[src/core/timer2_pkg.sv]
package timer2_pkg;

  // Register byte offsets
  localparam logic [7:0] OFF_CTRL       = 8'hc8;
  localparam logic [7:0] OFF_RELOAD     = 8'hcc;
  localparam logic [7:0] OFF_COUNT      = 8'hd0;
  localparam logic [7:0] OFF_CTRL_BIT   = 8'hd4;
  localparam logic [7:0] OFF_IRQ_STATUS = 8'hd8;
  localparam logic [7:0] OFF_IRQ_CLEAR  = 8'hdc;
  localparam logic [7:0] OFF_IRQ_ENABLE = 8'he0;

  // Reset values
  localparam logic [7:0]  CTRL_RESET   = 8'h00;
  localparam logic [15:0] RELOAD_RESET = 16'h0000;
  localparam logic [15:0] COUNT_RESET  = 16'h0000;
  localparam logic [1:0]  IRQ_RESET    = 2'h0;

  // Single-bit access word: bit index in [2:0], value in [3]
  localparam int BIT_IDX_LSB = 0;
  localparam int BIT_IDX_W   = 3;
  localparam int BIT_VAL_POS = 3;

  // Interrupt status, clear and enable layout
  localparam int IRQ_OVF_POS = 0;
  localparam int IRQ_EXT_POS = 1;

  localparam logic [1:0] RESP_OKAY   = 2'h0;
  localparam logic [1:0] RESP_SLVERR = 2'h2;

  localparam logic [15:0] COUNT_MAX = 16'hffff;

  typedef struct packed {
    logic overflow_flag;
    logic external_event_flag;
    logic rx_baud_source_select;
    logic tx_baud_source_select;
    logic trigger_enable;
    logic run_control;
    logic count_source_select;
    logic capture_reload_select;
  } ctrl_s;

endpackage : timer2_pkg

[src/core/fall_edge_sync.sv]
`timescale 1ns/10ps
`default_nettype none
module fall_edge_sync #(
  parameter int WIDTH = 2
) (
  input  wire logic             sys_clk,
  input  wire logic             nrst,
  input  wire logic [WIDTH-1:0] pin_in,
  output var  logic [WIDTH-1:0] fall
);

  logic [WIDTH-1:0] sync1;
  logic [WIDTH-1:0] sync2;
  logic [WIDTH-1:0] prev;

  initial begin
    if (WIDTH < 1) $error("fall_edge_sync: WIDTH must be at least 1");
  end

  // Idle-high pins: reset to one so release gives no false edge
  always_ff @(posedge sys_clk or negedge nrst) begin
    if (!nrst) begin
      sync1 <= '1;
      sync2 <= '1;
      prev  <= '1;
      fall  <= '0;
    end else begin
      sync1 <= pin_in;
      sync2 <= sync1;
      prev  <= sync2;
      fall  <= prev & ~sync2;
    end
  end

endmodule : fall_edge_sync
`default_nettype wire

[src/core/timer2_core.sv]
`timescale 1ns/10ps
`default_nettype none
module timer2_core #(
  parameter int ADDR_W = 8
) (
  input  wire logic              sys_clk,
  input  wire logic              nrst,
  input  wire logic [ADDR_W-1:0] awaddr,
  input  wire logic              awvalid,
  output var  logic              awready,
  input  wire logic [31:0]       wdata,
  input  wire logic [3:0]        wstrb,
  input  wire logic              wvalid,
  output var  logic              wready,
  output var  logic [1:0]        bresp,
  output var  logic              bvalid,
  input  wire logic              bready,
  input  wire logic [ADDR_W-1:0] araddr,
  input  wire logic              arvalid,
  output var  logic              arready,
  output var  logic [31:0]       rdata,
  output var  logic [1:0]        rresp,
  output var  logic              rvalid,
  input  wire logic              rready,
  input  wire logic              trigger_pin,
  input  wire logic              count_input_pin,
  input  wire logic              timer1_overflow,
  input  wire logic [1:0]        serial_mode,
  output var  logic              rx_baud_tick,
  output var  logic              tx_baud_tick,
  output var  logic              irq
);

  initial begin
    if (ADDR_W < 8) $error("timer2_core: ADDR_W must be at least 8");
  end

  function automatic logic [31:0] merge(input logic [31:0] old, input logic [31:0] nw,
                                        input logic [3:0] strb);
    logic [31:0] res;
    res = old;
    for (int i = 0; i < 4; i++) begin
      if (strb[i]) res[8*i +: 8] = nw[8*i +: 8];
    end
    return res;
  endfunction : merge

  function automatic logic hit(input logic [ADDR_W-1:0] a, input logic [7:0] off);
    return {a[7:2], 2'b00} == off;
  endfunction : hit

  timer2_pkg::ctrl_s ctrl;
  logic [15:0]       reload;
  logic [15:0]       count;
  logic [1:0]        irq_status;
  logic [1:0]        irq_enable;

  // Pin edges
  logic [1:0] pin_fall;
  fall_edge_sync #(
    .WIDTH (2)
  ) u_pins (
    .sys_clk (sys_clk),
    .nrst    (nrst),
    .pin_in  ({count_input_pin, trigger_pin}),
    .fall    (pin_fall)
  );
  wire trig_fall  = pin_fall[0];
  wire count_fall = pin_fall[1];

  // Write channel
  logic              aw_have;
  logic              w_have;
  logic [ADDR_W-1:0] waddr;
  logic [31:0]       wdat;
  logic [3:0]        wstb;

  wire aw_fire       = awvalid & awready;
  wire w_fire        = wvalid & wready;
  wire do_write      = aw_have & w_have & ~bvalid;
  wire next_aw_have  = (aw_have | aw_fire) & ~do_write;
  wire next_w_have   = (w_have | w_fire) & ~do_write;

  wire sel_ctrl      = hit(waddr, timer2_pkg::OFF_CTRL);
  wire sel_reload    = hit(waddr, timer2_pkg::OFF_RELOAD);
  wire sel_count     = hit(waddr, timer2_pkg::OFF_COUNT);
  wire sel_bit       = hit(waddr, timer2_pkg::OFF_CTRL_BIT);
  wire sel_status    = hit(waddr, timer2_pkg::OFF_IRQ_STATUS);
  wire sel_clear     = hit(waddr, timer2_pkg::OFF_IRQ_CLEAR);
  wire sel_enable    = hit(waddr, timer2_pkg::OFF_IRQ_ENABLE);
  wire w_mapped      = sel_ctrl | sel_reload | sel_count | sel_bit | sel_status
                       | sel_clear | sel_enable;

  wire ctrl_byte_wr  = do_write & sel_ctrl & wstb[0];
  wire bit_wr        = do_write & sel_bit & wstb[0];
  wire ctrl_wr       = ctrl_byte_wr | bit_wr;
  wire reload_wr     = do_write & sel_reload & (|wstb[1:0]);
  wire count_wr      = do_write & sel_count & (|wstb[1:0]);
  wire clear_wr      = do_write & sel_clear & wstb[0];
  wire enable_wr     = do_write & sel_enable & wstb[0];

  wire [31:0] reload_merged = merge({16'h0000, reload}, wdat, wstb);
  wire [31:0] count_merged  = merge({16'h0000, count}, wdat, wstb);
  localparam int BIT_W = timer2_pkg::BIT_IDX_W;
  wire [BIT_W-1:0] bit_idx  = wdat[timer2_pkg::BIT_IDX_LSB +: BIT_W];

  // Timer datapath
  wire baud_use    = ctrl.rx_baud_source_select | ctrl.tx_baud_source_select;
  wire count_src   = ctrl.count_source_select ? count_fall : 1'b1;
  wire inc         = ctrl.run_control & count_src;
  wire ovf         = inc & (count == timer2_pkg::COUNT_MAX);
  wire trig        = ctrl.trigger_enable & trig_fall & ~baud_use;
  wire auto_reload = baud_use | ~ctrl.capture_reload_select;
  wire capture     = trig & ~auto_reload;
  wire ovf_set     = ovf & ~baud_use;
  wire ext_set     = trig;
  wire baud_mode   = serial_mode[0];
  wire rx_src      = ctrl.rx_baud_source_select ? ovf : timer1_overflow;
  wire tx_src      = ctrl.tx_baud_source_select ? ovf : timer1_overflow;

  logic [15:0] next_count;
  always_comb begin
    next_count = count;
    if (count_wr) next_count = count_merged[15:0];
    else if (ovf) next_count = auto_reload ? reload : 16'h0000;
    else if (trig & auto_reload) next_count = reload;
    else if (inc) next_count = count + 16'h0001;
  end

  // Software write first, then hardware sets win over any clear
  timer2_pkg::ctrl_s next_ctrl;
  always_comb begin
    next_ctrl = ctrl;
    if (ctrl_byte_wr) next_ctrl = timer2_pkg::ctrl_s'(wdat[7:0]);
    if (bit_wr) next_ctrl[bit_idx] = wdat[timer2_pkg::BIT_VAL_POS];
    if (ovf_set) next_ctrl.overflow_flag = 1'b1;
    if (ext_set) next_ctrl.external_event_flag = 1'b1;
  end

  wire [1:0] irq_events = {ext_set, ovf_set};
  wire [1:0] next_irq_status = (irq_status & ~(clear_wr ? wdat[1:0] : 2'h0)) | irq_events;

  always_ff @(posedge sys_clk or negedge nrst) begin
    if (!nrst) begin
      ctrl       <= timer2_pkg::ctrl_s'(timer2_pkg::CTRL_RESET);
      count      <= timer2_pkg::COUNT_RESET;
      reload     <= timer2_pkg::RELOAD_RESET;
      irq_status <= timer2_pkg::IRQ_RESET;
      irq_enable <= timer2_pkg::IRQ_RESET;
    end else begin
      ctrl       <= next_ctrl;
      count      <= next_count;
      if (reload_wr) reload <= reload_merged[15:0];
      else if (capture) reload <= count;
      irq_status <= next_irq_status;
      if (enable_wr) irq_enable <= wdat[1:0];
    end
  end

  // Baud ticks and interrupt, all registered
  always_ff @(posedge sys_clk or negedge nrst) begin
    if (!nrst) begin
      rx_baud_tick <= 1'b0;
      tx_baud_tick <= 1'b0;
      irq          <= 1'b0;
    end else begin
      rx_baud_tick <= baud_mode & rx_src;
      tx_baud_tick <= baud_mode & tx_src;
      irq          <= |(irq_status & irq_enable);
    end
  end

  // Write handshake; address and data taken in either order
  always_ff @(posedge sys_clk or negedge nrst) begin
    if (!nrst) begin
      aw_have <= 1'b0;
      w_have  <= 1'b0;
      awready <= 1'b0;
      wready  <= 1'b0;
      bvalid  <= 1'b0;
      bresp   <= timer2_pkg::RESP_OKAY;
      waddr   <= '0;
      wdat    <= 32'h0000_0000;
      wstb    <= 4'h0;
    end else begin
      aw_have <= next_aw_have;
      w_have  <= next_w_have;
      awready <= ~next_aw_have;
      wready  <= ~next_w_have;
      if (aw_fire) waddr <= awaddr;
      if (w_fire) begin
        wdat <= wdata;
        wstb <= wstrb;
      end
      if (do_write) begin
        bvalid <= 1'b1;
        bresp  <= w_mapped ? timer2_pkg::RESP_OKAY : timer2_pkg::RESP_SLVERR;
      end else if (bready) begin
        bvalid <= 1'b0;
      end
    end
  end

  // Read path; the clear register is write-only and reads zero
  wire ar_fire = arvalid & arready;
  wire r_ctrl  = hit(araddr, timer2_pkg::OFF_CTRL);
  wire r_rel   = hit(araddr, timer2_pkg::OFF_RELOAD);
  wire r_cnt   = hit(araddr, timer2_pkg::OFF_COUNT);
  wire r_bit   = hit(araddr, timer2_pkg::OFF_CTRL_BIT);
  wire r_stat  = hit(araddr, timer2_pkg::OFF_IRQ_STATUS);
  wire r_clr   = hit(araddr, timer2_pkg::OFF_IRQ_CLEAR);
  wire r_en    = hit(araddr, timer2_pkg::OFF_IRQ_ENABLE);
  wire r_mapped = r_ctrl | r_rel | r_cnt | r_bit | r_stat | r_clr | r_en;
  wire [31:0] read_word = r_ctrl ? {24'h000000, ctrl} :
                          r_rel  ? {16'h0000, reload} :
                          r_cnt  ? {16'h0000, count} :
                          r_stat ? {30'h0, irq_status} :
                          r_en   ? {30'h0, irq_enable} : 32'h0000_0000;

  always_ff @(posedge sys_clk or negedge nrst) begin
    if (!nrst) begin
      arready <= 1'b0;
      rvalid  <= 1'b0;
      rdata   <= 32'h0000_0000;
      rresp   <= timer2_pkg::RESP_OKAY;
    end else begin
      arready <= ~(ar_fire | (rvalid & ~rready));
      if (ar_fire) begin
        rvalid <= 1'b1;
        rdata  <= read_word;
        rresp  <= r_mapped ? timer2_pkg::RESP_OKAY : timer2_pkg::RESP_SLVERR;
      end else if (rready) begin
        rvalid <= 1'b0;
      end
    end
  end
endmodule : timer2_core
`default_nettype wire

[config.mk]
export PLATFORM = sky130hd
export DESIGN_NAME = timer2_core
export DESIGN_NICKNAME = d
export VERILOG_FILES = /design/src/core/timer2_pkg.sv /design/src/core/fall_edge_sync.sv /design/src/core/timer2_core.sv
export SDC_FILE = /design/constraint.sdc
export NUM_CORES = 1
export LEC_CHECK = 0
export BUFFER_PORTS_ARGS = -buffer_cell sky130_fd_sc_hd__buf_2
export CORE_MARGIN = 2
export CORE_UTILIZATION = 40
export DETAILED_ROUTE_END_ITERATION = 12
export PLACE_DENSITY_LB_ADDON = 0.2
export SYNTH_ARGS = -nofsm -noshare
export SYNTH_HDL_FRONTEND = slang
export SYNTH_SLANG_ARGS = --single-unit
[constraint.sdc]
create_clock -name sys_clk -period 2.15 [get_ports sys_clk]
set_input_delay 0.215 -clock sys_clk [delete_from_list [all_inputs] [get_ports sys_clk]]
set_output_delay 0.215 -clock sys_clk [all_outputs]
set_load 0.01 [all_outputs]
==> report_table.html, run 1 <==
<table>
<tr><th>Metric</th><th>Value</th></tr>
<tr><th colspan="2">Final layout</th></tr>
<tr><td>End-of-flow core utilization</td><td>0.492</td></tr>
<tr><td>Layout cell share with drive strength beyond 1</td><td>0.276</td></tr>
<tr><td>Nets@finish</td><td>690</td></tr>
<tr><td>Non-filler cells, final</td><td>approximately 810</td></tr>
<tr><td>Fill cells</td><td>between 1000 and 1500</td></tr>
<tr><td>Antenna Cells</td><td>0</td></tr>
<tr><td>Layout overhead on the synthesized area</td><td>21.4%</td></tr>
<tr><th colspan="2">Worst setup path</th></tr>
<tr><td>Required time of the critical path</td><td>2.39 ns</td></tr>
<tr><td>Element type at the critical path end</td><td>flop</td></tr>
<tr><td>Highest net fanout along the worst path</td><td>9</td></tr>
<tr><td>CP max-delay cell</td><td>sky130_fd_sc_hd__or4_1</td></tr>
<tr><td>Kind of critical path</td><td>reg -&gt; reg</td></tr>
<tr><td>Ordered cell list for the critical path</td><td>nand3b_4, or4_1, a21o_1, buf_12, a21oi_1, o21ai_0</td></tr>
<tr><td>Launching element type of the critical path</td><td>flop</td></tr>
<tr><td>Worst-case reg-to-reg path depth</td><td>6</td></tr>
<tr><td>Delay of the slowest critical-path stage</td><td>0.68 ns</td></tr>
<tr><td>WP depth</td><td>6</td></tr>
<tr><td>Arr. time, crit path</td><td>roughly 2.3 ns</td></tr>
<tr><td>Combined buffer and inverter count along the critical path</td><td>1</td></tr>
<tr><td>Largest delay contributor family on the critical path</td><td>simple AND/OR/NAND/NOR gates</td></tr>
<tr><th colspan="2">Power</th></tr>
<tr><td>Internal power of the cells</td><td>roughly 5 mW</td></tr>
<tr><td>Static Leakage</td><td>roughly 3.0 nW</td></tr>
<tr><td>Reg power frac</td><td>0.442</td></tr>
<tr><td>Switching part of the total</td><td>0.357</td></tr>
<tr><td>Switching pwr</td><td>roughly 2.7 mW</td></tr>
<tr><td>Combinational Power Share</td><td>0.323</td></tr>
<tr><td>Power density normalized to cell area</td><td>~1200 nW/µm²</td></tr>
<tr><td>VDD IR-drop max</td><td>0.559 mV</td></tr>
<tr><td>Clock network power share</td><td>0.235</td></tr>
<tr><th colspan="2">Timing</th></tr>
<tr><td>Final setup skew</td><td>roughly 0.0041 ns</td></tr>
<tr><td>Max Slew Vio Count</td><td>0</td></tr>
<tr><td>TNS Setup</td><td>0 ns</td></tr>
<tr><td>Number of setup violations in the final report</td><td>0</td></tr>
<tr><td>Final period utilization</td><td>0.935</td></tr>
<tr><td>Final number of hold-violating endpoints</td><td>0</td></tr>
<tr><td>Highest achievable clock rate</td><td>approximately 500 MHz</td></tr>
<tr><td>Final worst path period need</td><td>~2 ns</td></tr>
<tr><td>Final setup slack of the worst path</td><td>about 0.14 ns</td></tr>
<tr><td>Unrepaired setup endpoints after global routing</td><td>no</td></tr>
<tr><th colspan="2">Flow run</th></tr>
<tr><td>Number of violations of the max-capacitance limit</td><td>0</td></tr>
<tr><th colspan="2">Run status</th></tr>
<tr><td>Outcome</td><td>finished clean</td></tr>
<tr><th colspan="2">CTS</th></tr>
<tr><td>Htree depth</td><td>3</td></tr>
<tr><td>Clock tree from TritonCTS</td><td>built</td></tr>
<tr><td>Clock buffer depth</td><td>2</td></tr>
<tr><td>Number of CTS-inserted buffers</td><td>9</td></tr>
<tr><td>Clock latency on the worst-skew pair</td><td>0.36 ns</td></tr>
<tr><td>Clock root buffer</td><td>sky130_fd_sc_hd__clkbuf_16</td></tr>
<tr><td>Number of sinks on the clock net</td><td>between 100 and 150</td></tr>
<tr><td>Register clock-pin slew on the reported worst setup and hold paths</td><td>approximately 0.070 ns</td></tr>
<tr><th colspan="2">Floorplanning</th></tr>
<tr><td>Vertical die dimension</td><td>around 120 µm</td></tr>
<tr><td>Die area</td><td>roughly 14000 µm²</td></tr>
<tr><td>Floorplan die width</td><td>119 µm</td></tr>
<tr><td># rows</td><td>42</td></tr>
<tr><td>Io pins</td><td>~110</td></tr>
<tr><td>Starting density of the core</td><td>0.406</td></tr>
<tr><td>Core area</td><td>between 10000 and 15000 µm²</td></tr>
<tr><th colspan="2">Detailed routing</th></tr>
<tr><td>Drt first-iter violations</td><td>between 150 and 200</td></tr>
<tr><td>Number of nets still failing antenna checks after routing</td><td>0</td></tr>
<tr><td>Routed wire per std cell</td><td>between 15 and 20 µm</td></tr>
<tr><td>DRT Wirelength</td><td>13300 µm</td></tr>
<tr><td>Mean number of vias per cell</td><td>approximately 5.2</td></tr>
<tr><td>Routed vias</td><td>roughly 4200</td></tr>
<tr><td>DRC violations left</td><td>0</td></tr>
<tr><td>TritonRoute pass-1 iters</td><td>5</td></tr>
<tr><th colspan="2">Global route</th></tr>
<tr><td>Pin count of the biggest net entering global routing</td><td>52</td></tr>
<tr><td>Number of global-route vias before repair</td><td>4209</td></tr>
<tr><td>Wire length of the first global-routing pass</td><td>22200 µm</td></tr>
<tr><td>Global route overflow</td><td>0</td></tr>
<tr><td>Number of antenna violations at the first check in global routing</td><td>0</td></tr>
<tr><td>Global-route usage over all layers</td><td>0.202</td></tr>
<tr><th colspan="2">Synthesis</th></tr>
<tr><td>Area of the mapped netlist</td><td>approximately 5300 µm²</td></tr>
<tr><td>Number of distinct standard cells referenced by the synthesized netlist</td><td>between 50 and 60</td></tr>
<tr><td>Number of flops mapped to enable cells by yosys</td><td>0</td></tr>
<tr><td>Synthesized instance count</td><td>approximately 530</td></tr>
<tr><td>Sequential share of the synthesized area</td><td>0.492</td></tr>
<tr><td>#FFs+latches synth</td><td>~100</td></tr>
<tr><td>Proportion of synthesized flip-flops having asynchronous set or reset</td><td>1.00</td></tr>
<tr><td>Yosys warning count</td><td>0</td></tr>
<tr><td>Flip-flop cell with the highest count after synthesis</td><td>sky130_fd_sc_hd__dfrtp_1</td></tr>
<tr><td>Mean area per synthesized cell</td><td>a little over 10 µm²</td></tr>
<tr><th colspan="2">Min path</th></tr>
<tr><td>Count of cells along the worst hold path</td><td>2</td></tr>
<tr><td>Min-delay worst type</td><td>in -&gt; reg</td></tr>
<tr><th colspan="2">Placed design</th></tr>
<tr><td>HPWL reported at the end of detailed placement</td><td>around 9700 µm</td></tr>
<tr><td>Pre-CTS setup slack</td><td>~0.085 ns</td></tr>
<tr><td>Routability congestion estimate from global placement</td><td>0.889</td></tr>
<tr><td>Placed cells</td><td>between 700 and 800</td></tr>
<tr><td>Number of port buffers</td><td>66</td></tr>
</table>
[routing by layer]
layer | up-vias | routed length (µm) | track usage
met5 | - | 0 | 0
met4 | 0 | 298 | 0.0893
met3 | 21 | 743 | 0.0330
met2 | 127 | 6180 | 0.315
met1 | 2015 | 6040 | 0.277
li1 | 2036 | - | -
[kinds of logic after synthesis]
logic type,Yosys count,synth area share
muxes,59,0.118
buffers and inverters,57,0.0578
other,1,0.000707
DFF,104,0.492
and+or+nand+nor,173,0.164
adders and majority gates,1,0.00236
xor gates and xnor gates,14,0.0231
AOI/OAI and AO/OA,119,0.143
[sequential cells by signal, indices dropped and copies added (netlist names), 2 cells and up]
| name | flops |
|---|---|
| reload | 16 |
| irq_status | 2 |
| wstb | 2 |
| count | 16 |
| u_pins.prev | 2 |
| wdat | 16 |
| waddr | 6 |
| u_pins.sync2 | 2 |
| u_pins.sync1 | 2 |
| irq_enable | 2 |
| ctrl | 8 |
| rdata | 16 |
| u_pins.fall | 2 |
[layout by cell type, fill, tap and decap left out, types with 3 or more instances in the layout]
| cell type | n |
|---|---|
| sky130_fd_sc_hd__nor4_1 | 3 |
| sky130_fd_sc_hd__or3_1 | 3 |
| sky130_fd_sc_hd__dfrtp_1 | 98 |
| sky130_fd_sc_hd__a22oi_1 | 8 |
| sky130_fd_sc_hd__mux2_2 | 27 |
| sky130_fd_sc_hd__nor2_1 | 52 |
| sky130_fd_sc_hd__dfstp_2 | 6 |
| sky130_fd_sc_hd__nor3_1 | 9 |
| sky130_fd_sc_hd__nand4_1 | 3 |
| sky130_fd_sc_hd__a21oi_1 | 34 |
| sky130_fd_sc_hd__nand2b_1 | 7 |
| sky130_fd_sc_hd__a221oi_1 | 9 |
| sky130_fd_sc_hd__buf_2 | 65 |
| sky130_fd_sc_hd__xnor2_1 | 7 |
| sky130_fd_sc_hd__a21o_1 | 3 |
| sky130_fd_sc_hd__mux2i_1 | 32 |
| sky130_fd_sc_hd__nor2b_1 | 5 |
| sky130_fd_sc_hd__o31ai_1 | 6 |
| sky130_fd_sc_hd__o21ai_0 | 29 |
| sky130_fd_sc_hd__inv_1 | 10 |
| sky130_fd_sc_hd__and3_1 | 3 |
| sky130_fd_sc_hd__clkbuf_16 | 9 |
| sky130_fd_sc_hd__xor2_1 | 7 |
| sky130_fd_sc_hd__o22ai_1 | 12 |
| sky130_fd_sc_hd__conb_1 | 18 |
| sky130_fd_sc_hd__nand2_1 | 52 |
| sky130_fd_sc_hd__buf_4 | 43 |
| sky130_fd_sc_hd__nand3_1 | 15 |
| sky130_fd_sc_hd__buf_12 | 5 |
| sky130_fd_sc_hd__dlygate4sd3_1 | 3 |
| sky130_fd_sc_hd__a31oi_1 | 3 |
[worst paths after layout]
path / start / endpoint / slack (ns)
min reg2reg: u_pins.sync1[0]$_DFF_PN1_ / u_pins.sync2[0]$_DFF_PN1_ / 0.36
max in group asynchronous: nrst / wdat[13]$_DFFE_PN0P_ / 1.13
min in group asynchronous: nrst / wdat[2]$_DFFE_PN0P_ / 0.36
max reg2reg: bvalid$_DFFE_PN0P_ / count[7]$_DFFE_PN0P_ / 0.14
min: bready / bvalid$_DFFE_PN0P_ / 0.04
max: bvalid$_DFFE_PN0P_ / count[7]$_DFFE_PN0P_ / 0.14
[cell usage after synthesis (5+ instances only)]
| library cell | instances | area (µm²) |
|---|---|---|
| sky130_fd_sc_hd__dfrtp_1 | 98 | 2450 |
| sky130_fd_sc_hd__xor2_1 | 7 | 61.3 |
| sky130_fd_sc_hd__a21oi_1 | 34 | 170 |
| sky130_fd_sc_hd__nand2_1 | 53 | 199 |
| sky130_fd_sc_hd__nor2b_1 | 5 | 31.3 |
| sky130_fd_sc_hd__inv_1 | 10 | 37.5 |
| sky130_fd_sc_hd__buf_2 | 8 | 40.0 |
| sky130_fd_sc_hd__nand3_1 | 15 | 75.1 |
| sky130_fd_sc_hd__nor3_1 | 9 | 45.0 |
| sky130_fd_sc_hd__buf_4 | 20 | 150 |
| sky130_fd_sc_hd__mux2_2 | 27 | 304 |
| sky130_fd_sc_hd__a221oi_1 | 10 | 87.6 |
| sky130_fd_sc_hd__nor2_1 | 53 | 199 |
| sky130_fd_sc_hd__o22ai_1 | 12 | 75.1 |
| sky130_fd_sc_hd__o31ai_1 | 6 | 45.0 |
| sky130_fd_sc_hd__clkbuf_1 | 17 | 63.8 |
| sky130_fd_sc_hd__o21ai_0 | 29 | 145 |
| sky130_fd_sc_hd__a22oi_1 | 8 | 60.1 |
| sky130_fd_sc_hd__xnor2_1 | 7 | 61.3 |
| sky130_fd_sc_hd__mux2i_1 | 32 | 320 |
| sky130_fd_sc_hd__nand2b_1 | 7 | 43.8 |
| sky130_fd_sc_hd__dfstp_2 | 6 | 158 |
[per-stage QoR]
stage	hold WS (ns)	total power [mW]	cell area (µm²)
after global routing	0.0373	8.15	6440
after floorplan	-0.0806	4.83	5370
after detailed placement	0.216	5.84	6070
after CTS	0.0304	7.67	6420
after global placement	0.199	5.74	6070
final	0.0353	7.64	6440
[power groups by stage]
| stage | logic, mW | clock network [mW] | registers [mW] |
|---|---|---|---|
| finish | 2.47 | 1.80 | 3.38 |
| CTS | 2.46 | 1.84 | 3.36 |
| global route | 2.75 | 1.92 | 3.48 |
| global placement | 2.38 | 0 | 3.36 |
| detailed placement | 2.44 | 0 | 3.40 |
| floorplan | 1.68 | 0 | 3.15 |
[final cells by class]
class / count / area, µm² / share of cell area
flip-flops and latches: 104 / 2610 / 0.405
multi-input cells: 384 / 2470 / 0.384
repair buffers: 116 / 778 / 0.121
clock buffers: 11 / 243 / 0.0377
well taps: 176 / 220 / 0.0342
clock inverters: 5 / 78.8 / 0.0122
inverters: 10 / 37.5 / 0.00583
[worst reg2reg max path: stages, from the launching register on]
cell	delay, ns
sky130_fd_sc_hd__dfrtp_1	0.41
sky130_fd_sc_hd__nand3b_4	0.17
sky130_fd_sc_hd__or4_1	0.68
sky130_fd_sc_hd__a21o_1	0.25
sky130_fd_sc_hd__buf_12	0.15
sky130_fd_sc_hd__a21oi_1	0.14
sky130_fd_sc_hd__o21ai_0	0.10
[timing repair]
action	4_1_cts	5_1_grt
endpoints found under the hold margin	31	0
gates resized for setup	0	4
endpoints found under the setup margin	0	30
hold buffers	3	0
buffers inserted	0	0
Power figures use the tool's default switching activity.
==> inputs of run 2 (changes only) <==
--- a/config.mk
+++ b/config.mk
@@ -6,8 +6,11 @@
 export NUM_CORES = 1
 export LEC_CHECK = 0
 export BUFFER_PORTS_ARGS = -buffer_cell sky130_fd_sc_hd__buf_2
+export CAP_MARGIN = 10
+export CELL_PAD_IN_SITES_DETAIL_PLACEMENT = 1
+export CELL_PAD_IN_SITES_GLOBAL_PLACEMENT = 2
 export CORE_MARGIN = 2
-export CORE_UTILIZATION = 40
+export CORE_UTILIZATION = 34
 export DETAILED_ROUTE_END_ITERATION = 12
 export PLACE_DENSITY_LB_ADDON = 0.2
 export SYNTH_ARGS = -nofsm -noshare
==> run 2 against run 1 <==
  * Fmax decreased by 0.74%
  * First-iteration DRC count decreased by 9.0%
  * Non-clock buffer count increased by 6
  * Wire length increased by 13%
  * Clock-buffer cell count decreased by 2
  * Via count increased by 3.4%
  * Sequential power about the same
  * Cell count increased by 2.2%
  * Core utilization decreased by 6.3 points
  * Flip-flop and latch count unchanged
  * Highest routed layer unchanged
==> report_table.html, run 2 (synthesized netlist as in run 1, its figures left out) <==
<table>
<tr><th>Metric</th><th>Value</th></tr>
<tr><th colspan="2">Final layout</th></tr>
<tr><td>Sequential standard cell area</td><td>approximately 2600 µm²</td></tr>
<tr><td>Non-filler cells, final</td><td>roughly 820</td></tr>
<tr><td>Most common cell after layout, fill and taps aside</td><td>sky130_fd_sc_hd__dfrtp_1</td></tr>
<tr><td>Layout overhead on the synthesized area</td><td>22.9%</td></tr>
<tr><td>Nets@finish</td><td>just under 700</td></tr>
<tr><td>Area of combinational cells with multiple inputs</td><td>~2500 µm²</td></tr>
<tr><td>Layout cell share with drive strength beyond 1</td><td>0.288</td></tr>
<tr><td>Fill cells</td><td>about 1700</td></tr>
<tr><td>End-of-flow core utilization</td><td>0.429</td></tr>
<tr><td>Antenna Cells</td><td>0</td></tr>
<tr><td>Commonest cells after routing, fill and taps aside</td><td>sky130_fd_sc_hd__dfrtp_1 (98), sky130_fd_sc_hd__buf_2 (65), sky130_fd_sc_hd__nand2_1 (52), sky130_fd_sc_hd__nor2_1 (52), sky130_fd_sc_hd__buf_4 (49)</td></tr>
<tr><th colspan="2">Power</th></tr>
<tr><td>Overall power of the completed layout</td><td>just under 8 mW</td></tr>
<tr><td>Power density normalized to cell area</td><td>about 1200 nW/µm²</td></tr>
<tr><td>VDD IR-drop max</td><td>approximately 0.52 mV</td></tr>
<tr><td>Static Leakage</td><td>~3.0 nW</td></tr>
<tr><th colspan="2">Placed design</th></tr>
<tr><td>Pre-CTS setup slack</td><td>0.0589 ns</td></tr>
<tr><td>Placed cells</td><td>just over 800</td></tr>
<tr><td>HPWL reported at the end of detailed placement</td><td>10900 µm</td></tr>
<tr><td>Number of port buffers</td><td>66</td></tr>
<tr><td>Routability congestion estimate from global placement</td><td>0.835</td></tr>
<tr><th colspan="2">Global route</th></tr>
<tr><td>Number of global-route vias before repair</td><td>roughly 4500</td></tr>
<tr><td>Global route overflow</td><td>0</td></tr>
<tr><td>Global-route track usage on met1</td><td>0.262</td></tr>
<tr><td>Most utilized layer in the global route result</td><td>met2</td></tr>
<tr><td>Number of antenna violations at the first check in global routing</td><td>0</td></tr>
<tr><td>Global-route met2 utilization</td><td>0.305</td></tr>
<tr><td>Global-route usage over all layers</td><td>0.190</td></tr>
<tr><td>Wire length of the first global-routing pass</td><td>24400 µm</td></tr>
<tr><td>Global-route met3 utilization</td><td>0.0316</td></tr>
<tr><td>Pin count of the biggest net entering global routing</td><td>a little over 40</td></tr>
<tr><th colspan="2">Min path</th></tr>
<tr><td>Min-delay worst type</td><td>in -&gt; reg</td></tr>
<tr><th colspan="2">Worst setup path</th></tr>
<tr><td>CP max-delay cell</td><td>sky130_fd_sc_hd__or4_1</td></tr>
<tr><td>Arr. time, crit path</td><td>around 2.3 ns</td></tr>
<tr><td>Kind of critical path</td><td>reg -&gt; reg</td></tr>
<tr><td>Launching element type of the critical path</td><td>flop</td></tr>
<tr><td>Delay of the slowest critical-path stage</td><td>between 0.6 and 0.7 ns</td></tr>
<tr><td>Required time of the critical path</td><td>roughly 2.4 ns</td></tr>
<tr><td>Combined buffer and inverter count along the critical path</td><td>0</td></tr>
<tr><td>Ordered cell list for the critical path</td><td>or2_0, or4_1, a21oi_4, o22ai_1, a31oi_1</td></tr>
<tr><td>Largest delay contributor family on the critical path</td><td>simple AND/OR/NAND/NOR gates</td></tr>
<tr><td>Element type at the critical path end</td><td>flop</td></tr>
<tr><td>Highest net fanout along the worst path</td><td>8</td></tr>
<tr><th colspan="2">CTS</th></tr>
<tr><td>Register clock-pin slew on the reported worst setup and hold paths</td><td>about 0.070 ns</td></tr>
<tr><td>Number of CTS-inserted buffers</td><td>9</td></tr>
<tr><td>Number of sinks on the clock net</td><td>around 100</td></tr>
<tr><td>Clock root buffer</td><td>sky130_fd_sc_hd__clkbuf_16</td></tr>
<tr><td>Clock latency on the worst-skew pair</td><td>about 0.36 ns</td></tr>
<tr><td>Clock buffer depth</td><td>2</td></tr>
<tr><td>Clock tree from TritonCTS</td><td>built</td></tr>
<tr><td>Htree depth</td><td>3</td></tr>
<tr><td>Post-CTS Setup Bufs</td><td>0</td></tr>
<tr><th colspan="2">Floorplanning</th></tr>
<tr><td>Starting density of the core</td><td>0.349</td></tr>
<tr><td># rows</td><td>45</td></tr>
<tr><td>Core area</td><td>around 15000 µm²</td></tr>
<tr><td>Vertical die dimension</td><td>~130 µm</td></tr>
<tr><td>Floorplan die width</td><td>roughly 130 µm</td></tr>
<tr><td>Die area</td><td>around 17000 µm²</td></tr>
<tr><td>Io pins</td><td>around 110</td></tr>
<tr><th colspan="2">Timing</th></tr>
<tr><td>Final period utilization</td><td>0.942</td></tr>
<tr><td>Highest achievable clock rate</td><td>494 MHz</td></tr>
<tr><td>Max Slew Vio Count</td><td>0</td></tr>
<tr><td>Final setup slack of the worst path</td><td>approximately 0.12 ns</td></tr>
<tr><td>Final setup skew</td><td>between 0.006 and 0.007 ns</td></tr>
<tr><td>Final worst path period need</td><td>around 2.0 ns</td></tr>
<tr><td>Worst-margin pin slew</td><td>a little over 0.5 ns</td></tr>
<tr><td>Hold Worst Slack</td><td>0.0331 ns</td></tr>
<tr><td>Final number of hold-violating endpoints</td><td>0</td></tr>
<tr><td>Slew headroom</td><td>0.657</td></tr>
<tr><td>Number of setup violations in the final report</td><td>0</td></tr>
<tr><th colspan="2">Detailed routing</th></tr>
<tr><td>TritonRoute pass-1 iters</td><td>4</td></tr>
<tr><td>DRT Wirelength</td><td>15000 µm</td></tr>
<tr><td>DRC violations left</td><td>0</td></tr>
<tr><td>Mean number of vias per cell</td><td>roughly 5.3</td></tr>
<tr><td>Number of nets still failing antenna checks after routing</td><td>0</td></tr>
<tr><td>Routed wire per std cell</td><td>around 18 µm</td></tr>
<tr><td>Drt first-iter violations</td><td>between 150 and 200</td></tr>
<tr><td>Routed vias</td><td>around 4300</td></tr>
<tr><th colspan="2">Flow run</th></tr>
<tr><td>Number of violations of the max-capacitance limit</td><td>0</td></tr>
<tr><th colspan="2">Run status</th></tr>
<tr><td>Outcome</td><td>finished clean</td></tr>
</table>
## run 2: cell types whose count changed in the layout (fill, tap and decap cells not counted), sizes merged
cell      previous run  this run
buf                113       119
clkbuf              11         9
clkinvlp             0         1
inv                 11        12
## run 2: stage by stage
step	cell area (µm²)	setup TNS [ns]
2_1_floorplan	5370	0
3_3_place_gp	6130	0
3_5_place_dp	6130	0
4_1_cts	6490	0
5_1_grt	6520	-0.120
6_report	6520	0
## run 2: layout make-up
cell class	count	area share
clock buffers	9	0.0345
well taps	188	0.0361
flip-flops and latches	104	0.400
repair buffers	122	0.126
inverters	10	0.00576
multi-input cells	384	0.381
clock inverters	7	0.0157
## run 2: worst reg2reg max path: stages, from the launching register on
cell and delay [ns]:
sky130_fd_sc_hd__dfrtp_1 0.38, sky130_fd_sc_hd__or2_0 0.24, sky130_fd_sc_hd__or4_1 0.64, sky130_fd_sc_hd__a21oi_4 0.36
sky130_fd_sc_hd__o22ai_1 0.16, sky130_fd_sc_hd__a31oi_1 0.16
## run 2: power by group
part           switching, mW  internal, mW
sequential             0.754          2.64
combinational           1.32          1.26
clock                  0.796          1.03
## run 2: final timing paths
check,from,endpoint,slack [ns],cells after the start
worst min register to register,u_pins.sync1[1]$_DFF_PN1_,u_pins.sync2[1]$_DFF_PN1_,0.36,0
max in group asynchronous,nrst,u_pins.sync1[1]$_DFF_PN1_,1.12,3
min in group asynchronous,nrst,tx_baud_tick$_DFF_PN0_,0.38,2
worst min-delay path,bready,bvalid$_DFFE_PN0P_,0.03,2
worst max-delay path,waddr[3]$_DFFE_PN0P_,count[9]$_DFFE_PN0P_,0.12,5
worst max register to register,waddr[3]$_DFFE_PN0P_,count[9]$_DFFE_PN0P_,0.12,5
## run 2: what timing repair did
item / 4_1_cts / 5_1_grt
hold endpoints to repair: 36 / 0
resized for setup: 0 / 6
setup endpoints to repair: 0 / 30
hold buffers: 3 / 0
## run 2: routing by layer
layer | part of all wire | routed length, µm | vias up
met5 | 0 | 0 | -
met4 | 0.018 | 263 | 0
met3 | 0.033 | 491 | 19
met2 | 0.47 | 7030 | 99
met1 | 0.48 | 7170 | 2177
li1 | - | - | 2045
